`src/rtl/dpr_pkg.sv`:
```
// shared constants and types for the dual pcm interleave retimer
// How it works
// - no activity on input two blocks its sampling
// - timing pulses delayed 0.2 us before use
// - delayed timing returns through external traffic selector
// - first input samples lag further 0.87 us
// - half-bit offset kept in every mode
// - input two sampler emits one or zero pulse
// - both samplers share one and zero lines
// - merged pulses form one double-rate train
// - reshaper is set/reset storage element
// - reshaper starts at logic zero
// - input two direct or 0.4 us delayed path
// - input two reaches sampler with original polarity
// - phase bit toggles on timing at falling edge
// - phase correction only interleaved and separated modes
// - repeated same-value pulse leaves output unchanged
// - one pulse sets output to logic one
package dpr_pkg;
	localparam int CLK_MHZ = 250;
	localparam real BIT_NS = 1736.0;
	localparam real TIM_DLY_NS = 200.0;
	localparam real PH_DLY_NS = 400.0;
	localparam real HALF_DLY_NS = 870.0;
	localparam int CLK_NS = 1000 / CLK_MHZ;
	// nearest whole cycles of the 4 ns clock
	localparam int TIM_DLY_CYC = int'(TIM_DLY_NS / CLK_NS);
	localparam int PH_DLY_CYC = int'(PH_DLY_NS / CLK_NS);
	localparam int HALF_DLY_CYC = int'(HALF_DLY_NS / CLK_NS);
	localparam int BIT_CYC = int'(BIT_NS / CLK_NS);
	// loss of signal after this many bit times with no edge
	localparam int LOS_BITS = 16;
	localparam int LOS_CYC = LOS_BITS * BIT_CYC;
	localparam logic RESHAPE_RST = 1'b0;
	localparam logic PHASE_RST = 1'b0;

	typedef enum logic [1:0] {
		DPR_MODE_12CH,
		DPR_MODE_INTERLEAVED,
		DPR_MODE_SEPARATED,
		DPR_MODE_REPEATER
	} dpr_mode_type;

	typedef struct packed {
		logic one;
		logic zero;
	} dpr_pulse_type;
endpackage

```
`src/rtl/dpr_delay.sv`:
```
// shift-register delay line counted in system clocks
module dpr_delay #(
	parameter int DEPTH = 1
) (
	input  wire logic i_clk,
	input  wire logic i_rst,
	input  wire logic i_d,
	output logic      o_q
);
	logic [DEPTH-1:0] line_q;

	// a one-stage line has no lower slice to shift, so it gets its own branch
	if (DEPTH == 1) begin : g_one
		always_ff @(posedge i_clk) begin
			if (i_rst) begin
				line_q <= '0;
			end else begin
				line_q <= i_d;
			end
		end
	end else begin : g_many
		always_ff @(posedge i_clk) begin
			if (i_rst) begin
				line_q <= '0;
			end else begin
				line_q <= {line_q[DEPTH-2:0], i_d};
			end
		end
	end

	assign o_q = line_q[DEPTH-1];
endmodule

```
`src/rtl/dpr_buf2.sv`:
```
// two-entry buffer with valid and ready on both sides
module dpr_buf2 #(
	parameter int WIDTH = 1
) (
	input  wire logic             i_clk,
	input  wire logic             i_rst,
	input  wire logic [WIDTH-1:0] i_data,
	input  wire logic             i_valid,
	output logic                  o_ready,
	output logic      [WIDTH-1:0] o_data,
	output logic                  o_valid,
	input  wire logic             i_ready
);
	logic [WIDTH-1:0] mem_q [2];
	logic             wr_q;
	logic             rd_q;
	logic [1:0]       cnt_q;
	wire              push = i_valid && o_ready;
	wire              pop  = o_valid && i_ready;

	assign o_ready = (cnt_q != 2'h2);
	assign o_valid = (cnt_q != 2'h0);
	assign o_data  = mem_q[rd_q];

	always_ff @(posedge i_clk) begin
		if (i_rst) begin
			wr_q  <= 1'b0;
			rd_q  <= 1'b0;
			cnt_q <= 2'h0;
		end else begin
			if (push) begin
				wr_q <= ~wr_q;
			end
			if (pop) begin
				rd_q <= ~rd_q;
			end
			cnt_q <= cnt_q + {1'b0, push} - {1'b0, pop};
		end
	end

	always_ff @(posedge i_clk) begin
		if (push) begin
			mem_q[wr_q] <= i_data;
		end
	end
endmodule

```
`src/rtl/dpr_retimer.sv`:
```
// retimes and interleaves two pcm trains into one square-wave train
module dpr_retimer
	import dpr_pkg::*;
(
	input  wire logic                i_clk,
	input  wire logic                i_rst,
	input  wire dpr_pkg::dpr_mode_type i_mode,
	input  wire logic                i_pcm_in1,
	input  wire logic                i_pcm_in2,
	input  wire logic                i_bit_timing_input,
	output logic                     o_ch24_timing,
	input  wire logic                i_traffic_selector,
	output logic                     o_pcm_out,
	output logic                     o_pcm_out_valid,
	input  wire logic                i_pcm_out_ready,
	output logic                     o_in1_present,
	output logic                     o_in2_present,
	output logic                     o_phase_delayed,
	output logic                     o_overrun
);
	import dpr_pkg::*;

	// three-stage synchronisers; change counts when stages two and three agree
	logic [2:0] s_tim_q, s_in1_q, s_in2_q, s_sel_q;
	logic       tim_q, in1_q, in2_q, sel_q;

	always_ff @(posedge i_clk) begin
		if (i_rst) begin
			s_tim_q <= 3'h0;
			s_in1_q <= 3'h0;
			s_in2_q <= 3'h0;
			s_sel_q <= 3'h0;
			tim_q   <= 1'b0;
			in1_q   <= 1'b0;
			in2_q   <= 1'b0;
			sel_q   <= 1'b0;
		end else begin
			s_tim_q <= {s_tim_q[1:0], i_bit_timing_input};
			s_in1_q <= {s_in1_q[1:0], i_pcm_in1};
			s_in2_q <= {s_in2_q[1:0], i_pcm_in2};
			s_sel_q <= {s_sel_q[1:0], i_traffic_selector};
			if (s_tim_q[1] == s_tim_q[2]) begin
				tim_q <= s_tim_q[2];
			end
			if (s_in1_q[1] == s_in1_q[2]) begin
				in1_q <= s_in1_q[2];
			end
			if (s_in2_q[1] == s_in2_q[2]) begin
				in2_q <= s_in2_q[2];
			end
			if (s_sel_q[1] == s_sel_q[2]) begin
				sel_q <= s_sel_q[2];
			end
		end
	end

	// one timing pulse marks one bit of input two
	logic tim_d1_q;
	logic tim_pulse;
	always_ff @(posedge i_clk) begin
		if (i_rst) begin
			tim_d1_q <= 1'b0;
		end else begin
			tim_d1_q <= tim_q;
		end
	end
	assign tim_pulse = tim_q && !tim_d1_q;

	// delays are whole clock counts approximating the analog lines
	logic tim_dly;
	dpr_delay #(.DEPTH(TIM_DLY_CYC)) u_tim_dly (
		.i_clk(i_clk),
		.i_rst(i_rst),
		.i_d  (tim_pulse),
		.o_q  (tim_dly)
	);

	// delayed timing leaves as 24-channel timing and returns via selector
	assign o_ch24_timing = tim_dly;

	logic sel_d1_q;
	logic samp2_tim;
	always_ff @(posedge i_clk) begin
		if (i_rst) begin
			sel_d1_q <= 1'b0;
		end else begin
			sel_d1_q <= sel_q;
		end
	end
	assign samp2_tim = sel_q && !sel_d1_q;

	// first input timing lags by half a bit in all modes
	logic samp1_tim;
	dpr_delay #(.DEPTH(HALF_DLY_CYC)) u_half_dly (
		.i_clk(i_clk),
		.i_rst(i_rst),
		.i_d  (tim_dly),
		.o_q  (samp1_tim)
	);

	// loss-of-signal detectors: edge activity within LOS_CYC cycles
	logic [$clog2(LOS_CYC+1)-1:0] los1_q, los2_q;
	logic in1_d1_q, in2_d1_q;
	wire  in1_edge = in1_q ^ in1_d1_q;
	wire  in2_edge = in2_q ^ in2_d1_q;
	localparam logic [$clog2(LOS_CYC+1)-1:0] LOS_MAX = LOS_CYC[$clog2(LOS_CYC+1)-1:0];

	always_ff @(posedge i_clk) begin
		if (i_rst) begin
			in1_d1_q <= 1'b0;
			in2_d1_q <= 1'b0;
			los1_q   <= LOS_MAX;
			los2_q   <= LOS_MAX;
		end else begin
			in1_d1_q <= in1_q;
			in2_d1_q <= in2_q;
			if (in1_edge) begin
				los1_q <= '0;
			end else if (los1_q != LOS_MAX) begin
				los1_q <= los1_q + 1'b1;
			end
			if (in2_edge) begin
				los2_q <= '0;
			end else if (los2_q != LOS_MAX) begin
				los2_q <= los2_q + 1'b1;
			end
		end
	end
	// an all-ones or all-zeros train has no edges and reads as absent
	assign o_in1_present = (los1_q != LOS_MAX);
	assign o_in2_present = (los2_q != LOS_MAX);

	// phase correction: direct or delayed input two
	logic in2_late;
	dpr_delay #(.DEPTH(PH_DLY_CYC)) u_ph_dly (
		.i_clk(i_clk),
		.i_rst(i_rst),
		.i_d  (in2_q),
		.o_q  (in2_late)
	);

	wire apc_on = (i_mode == DPR_MODE_INTERLEAVED) || (i_mode == DPR_MODE_SEPARATED);
	logic phase_q;
	logic path_d1_q;
	wire  path_in2   = phase_q ? in2_late : in2_q;
	wire  path_fall  = path_d1_q && !path_in2;
	// coincidence of timing with falling edge of the routed signal
	always_ff @(posedge i_clk) begin
		if (i_rst) begin
			phase_q   <= PHASE_RST;
			path_d1_q <= 1'b0;
		end else begin
			path_d1_q <= path_in2;
			if (!apc_on) begin
				phase_q <= PHASE_RST;
			end else if (tim_dly && path_fall) begin
				phase_q <= ~phase_q;
			end
		end
	end
	assign o_phase_delayed = phase_q;

	// two inversions cancel, so the sampler sees true polarity
	wire in2_inv   = ~path_in2;
	wire in2_samp  = ~in2_inv;

	// sampler two blocked by loss of signal and in 12-channel mode
	wire en2 = o_in2_present && (i_mode != DPR_MODE_12CH);
	wire en1 = o_in1_present;
	wire fire2 = samp2_tim && en2;
	wire fire1 = samp1_tim && en1;

	// per-sampler one/zero pulses, merged on shared lines
	dpr_pulse_type p1, p2, merged;
	assign p1.one  = fire1 && in1_q;
	assign p1.zero = fire1 && !in1_q;
	assign p2.one  = fire2 && in2_samp;
	assign p2.zero = fire2 && !in2_samp;
	assign merged.one  = p1.one | p2.one;
	assign merged.zero = p1.zero | p2.zero;

	// set/reset reshaper; zero at reset, repeats leave it unchanged
	logic reshape_q;
	always_ff @(posedge i_clk) begin
		if (i_rst) begin
			reshape_q <= RESHAPE_RST;
		end else if (merged.one) begin
			reshape_q <= 1'b1;
		end else if (merged.zero) begin
			reshape_q <= 1'b0;
		end
	end

	// each reshaper update is one bit of the double-rate output train
	logic bit_valid_q;
	always_ff @(posedge i_clk) begin
		if (i_rst) begin
			bit_valid_q <= 1'b0;
		end else begin
			bit_valid_q <= merged.one | merged.zero;
		end
	end

	// buffer absorbs a receiver stall; a full buffer drops the bit and flags it
	logic buf_ready;
	logic buf_data;
	dpr_buf2 #(.WIDTH(1)) u_buf (
		.i_clk  (i_clk),
		.i_rst  (i_rst),
		.i_data (reshape_q),
		.i_valid(bit_valid_q),
		.o_ready(buf_ready),
		.o_data (buf_data),
		.o_valid(o_pcm_out_valid),
		.i_ready(i_pcm_out_ready)
	);
	assign o_pcm_out = buf_data;

	logic overrun_q;
	always_ff @(posedge i_clk) begin
		if (i_rst) begin
			overrun_q <= 1'b0;
		end else if (bit_valid_q && !buf_ready) begin
			overrun_q <= 1'b1;
		end
	end
	assign o_overrun = overrun_q;
endmodule

```
`config.mk`:
```
export PLATFORM = sky130hd
export DESIGN_NAME = dpr_retimer
export DESIGN_NICKNAME = d
export VERILOG_FILES = /design/src/rtl/dpr_pkg.sv /design/src/rtl/dpr_delay.sv /design/src/rtl/dpr_buf2.sv /design/src/rtl/dpr_retimer.sv
export SDC_FILE = /design/constraint.sdc
export NUM_CORES = 1
export LEC_CHECK = 0
export BUFFER_PORTS_ARGS = -buffer_cell sky130_fd_sc_hd__clkbuf_2
export CELL_PAD_IN_SITES_DETAIL_PLACEMENT = 0
export CELL_PAD_IN_SITES_GLOBAL_PLACEMENT = 2
export CORE_MARGIN = 2
export CORE_UTILIZATION = 45
export CTS_BUF_LIST = sky130_fd_sc_hd__clkbuf_4 sky130_fd_sc_hd__clkbuf_8
export CTS_CLUSTER_SIZE = 16
export DETAILED_ROUTE_END_ITERATION = 10
export PLACE_DENSITY_LB_ADDON = 0.1
export SYNTH_ARGS = -nofsm -noshare
export SYNTH_HDL_FRONTEND = slang
export SYNTH_SLANG_ARGS = --single-unit
```
`constraint.sdc`:
```
create_clock -name i_clk -period 4.4 [get_ports i_clk]
set_input_delay 0.88 -clock i_clk [delete_from_list [all_inputs] [get_ports i_clk]]
set_output_delay 0.88 -clock i_clk [all_outputs]
set_load 0.01 [all_outputs]
```
==> flow_summary.yaml <==
cells_and_area:
  final_common_cell: "dfxtp_1"
  finalInstanceArea_um2: 14100
  nFillCells: 2442
  final_cell_mix: "dfxtp_1 (423), nor2b_1 (383), clkbuf_8 (90), nor2_1 (22), clkbuf_4 (21)"
  post-route-util_pct: 52.76
  syn_to_final_growth_pct: 15.96
  antenna_cells: 0
  final_nets: 1079
  layout-drive-gt1-share_pct: 13.88
critical_path:
  regToRegEndpoint: "u_buf.cnt_q[1]$_SDFF_PP0_"
  cp.required_ns: 3.52
  critPathMaxFanout: 6
  reg2regPathDepth: 8
  r2r_slack_ns: 2.58
  cp-start-kind: "flip-flop"
  end_kind: "output pin"
  arrival_ns: 1.92
  worstReg2RegStart: "u_buf.cnt_q[1]$_SDFF_PP0_"
  crit_type: "reg -> out"
route:
  wl_per_cell_um: 11.05
  ant_nets: 0
  drt-vias-per-instance: 4.198
  wirelength_um: 16110
  vias: 6121
  post-route-drc-count: 0
  drtPass1Iterations: 4
  drt_iter0_drc: 328
grt:
  grt_overflow: 0
  antenna_found_initial: 0
  grt_max_degree: 135
  grt_usage_pct: 12.04
  grt_pass1_vias: 6091
  grt_pass1_wl_um: 28430
clock_tree:
  cts_root_buf: "clkbuf_8"
  htree_levels: 3
  cts.clk_slew.worst_paths_ns: 0.06
  cts_hold_buf: 0
  cts_buffers: 69
  cts_resized: 0
  clk_path_buf_depth: 3
  cts.sinks: 425
  cts_tree: "built"
  clk_latency_ns: 0.58
  post_cts_buffers: 0
pwr:
  total_power_uw: 7800
  vdd_ir_drop_max_v: 0.0003366
  powerDensity_nw_per_um2: 553.2
  leakage_uw: 0.005613
synth:
  synth_sequential_area_ratio_pct: 70.13
  yosys.area.top_type: "dfxtp_1"
  synth_edf_count: 2
  netlist_area_um2: 12160
  ys_seq_elements: 425
  synth_area_per_cell_um2: 11.93
  dominantRegCellSynth: "dfxtp_1"
  synth_nets: 1035
  post_synth_num_cell_types: 35
  yosysTopAreaCellShare_pct: 69.64
  netlist_top_cells_area: "dfxtp_1 (70%), nor2b_1 (20%), clkbuf_1 (1.4%), xnor2_1 (1.3%), ha_1 (0.72%)"
  synthCells: 1019
  ys.warnings.count: 0
  asyncSetResetFlopFracSynth_pct: 0
sta:
  setup_viol: 0
  fmax_mhz: 357.2
  clock_skew_ns: 0.02248
  rsz0062_at_grt: "false"
  tightest_slew_ns: 0.7793
  setup_tns_ns: 0
  min_period_over_period_pct: 63.63
  drv_slew: 0
  hold_viol: 0
  period_minus_slack_ns: 2.800
  slew_headroom_pct: 48.04
floorplanning:
  dieHeight_um: 168.4
  die_w_um: 168.4
  ioPinCount: 16
  die_area_um2: 28350
  start_util_pct: 45.50
  rows: 60
  design.core.area_um2: 26730
placement:
  placed_cell_area_um2: 12550
  place.port_buffers: 15
  hpwlAfterDp_um: 7546
  gp_congestion: 0.7213
run_status:
  status: "completed"
worst_hold_path:
  hp-class: "reg -> reg"
  hold_depth: 1
  hold_path_end: "u_tim_dly.line_q[0]$_SDFF_PP0_"
  min_from: "tim_d1_q$_SDFF_PP0_"
job:
  drv_cap: 0
-- cell families (layout without fill, tap and decap cells) --
logic type / after synthesis / after routing / share of synthesized area [%]
adder cells (fa/ha/maj): 7 / 7 / 0.7202
buffers and inverters: 57 / 155 / 1.790
AO/OA/AOI/OAI: 29 / 29 / 1.564
AND/OR/NAND/NOR: 471 / 471 / 23.58
flip-flops: 425 / 425 / 70.13
multiplexers: 4 / 4 / 0.3395
XOR/XNOR: 26 / 26 / 1.873
-- critical path, cell delays in order, from the launching register on --
cell	delay, ns
dfxtp_1	0.41
inv_1	0.06
ha_1	0.20
and4_1	0.20
nand3_1	0.29
clkbuf_2	0.21
-- power breakdown --
group | switching [µW] | internal, µW | leakage [µW]
clock | 1490 | 2150 | 0.000818
combinational | 149 | 94.5 | 0.00136
sequential | 35.0 | 3890 | 0.00343
-- cells in the mapped netlist (2+ instances only) --
master,instances
a21oi_1,8
and4_1,2
and4bb_2,2
buf_2,3
clkbuf_1,44
dfxtp_1,423
edfxtp_1,2
ha_1,7
inv_1,10
mux2i_1,3
nand2_1,19
nand2b_1,5
nand3_1,6
nand3_2,2
nand3b_1,2
nand4_1,5
nor2_1,22
nor2b_1,383
nor3_1,4
nor4_1,10
o21ai_0,7
o21bai_1,10
or2_2,3
or3_1,2
xnor2_1,18
xor2_1,8
-- through the flow --
step	hold slack, ns	instances	setup slack, ns
finish	0.3854	1458	1.600
global route	0.4163	1458	1.499
CTS	0.3902	1458	1.568
detailed placement	0.3774	1333	2.142
global placement	0.3817	1333	2.167
floorplan	0.3674	1019	2.447
-- layer usage --
metal / global-route usage (%) / part of all wire [%]
met5: 0 / 0
met4: 6.147 / 3.2
met3: 4.231 / 4.5
met2: 16.01 / 37
met1: 17.13 / 55
-- state kept, by name (all words and copies together), names as in the netlist, 2 cells and up, named ones only --
register,flops
s_sel_q,3
los1_q,13
s_tim_q,3
u_buf.cnt_q,2
s_in2_q,3
los2_q,13
u_half_dly.line_q,218
u_buf.mem_q,2
u_ph_dly.line_q,100
u_tim_dly.line_q,50
s_in1_q,3
-- area by class of cell --
cell class                      instances  area, µm²  share of cell area (%)
Clock buffer                          111       1396                   9.902
Timing Repair Buffer                   20      147.6                   1.047
Clock inverter                         14      150.1                   1.065
Inverter                               10      37.54                  0.2662
Tap cell                              341      426.7                   3.026
Sequential cell                       425       8528                   60.48
Multi-Input combinational cell        537       3415                   24.21
-- how the worst max path moves through the flow --
stage                                      start                                 to  slack (ns)  cells after the start
after detailed placement                   i_rst   u_half_dly.line_q[29]$_SDFF_PP0_        2.14                      3
final                     los1_q[0]$_SDFFE_PP0N_                      o_in1_present        1.60                      5
after global routing      los1_q[0]$_SDFFE_PP0N_                      o_in1_present        1.50                      5
after floorplan                  i_pcm_out_ready          u_buf.cnt_q[1]$_SDFF_PP0_        2.45                      7
after CTS                 los1_q[0]$_SDFFE_PP0N_                      o_in1_present        1.57                      5
after global placement                     i_rst  u_half_dly.line_q[145]$_SDFF_PP0_        2.17                      3
Power figures use the tool's default switching activity.
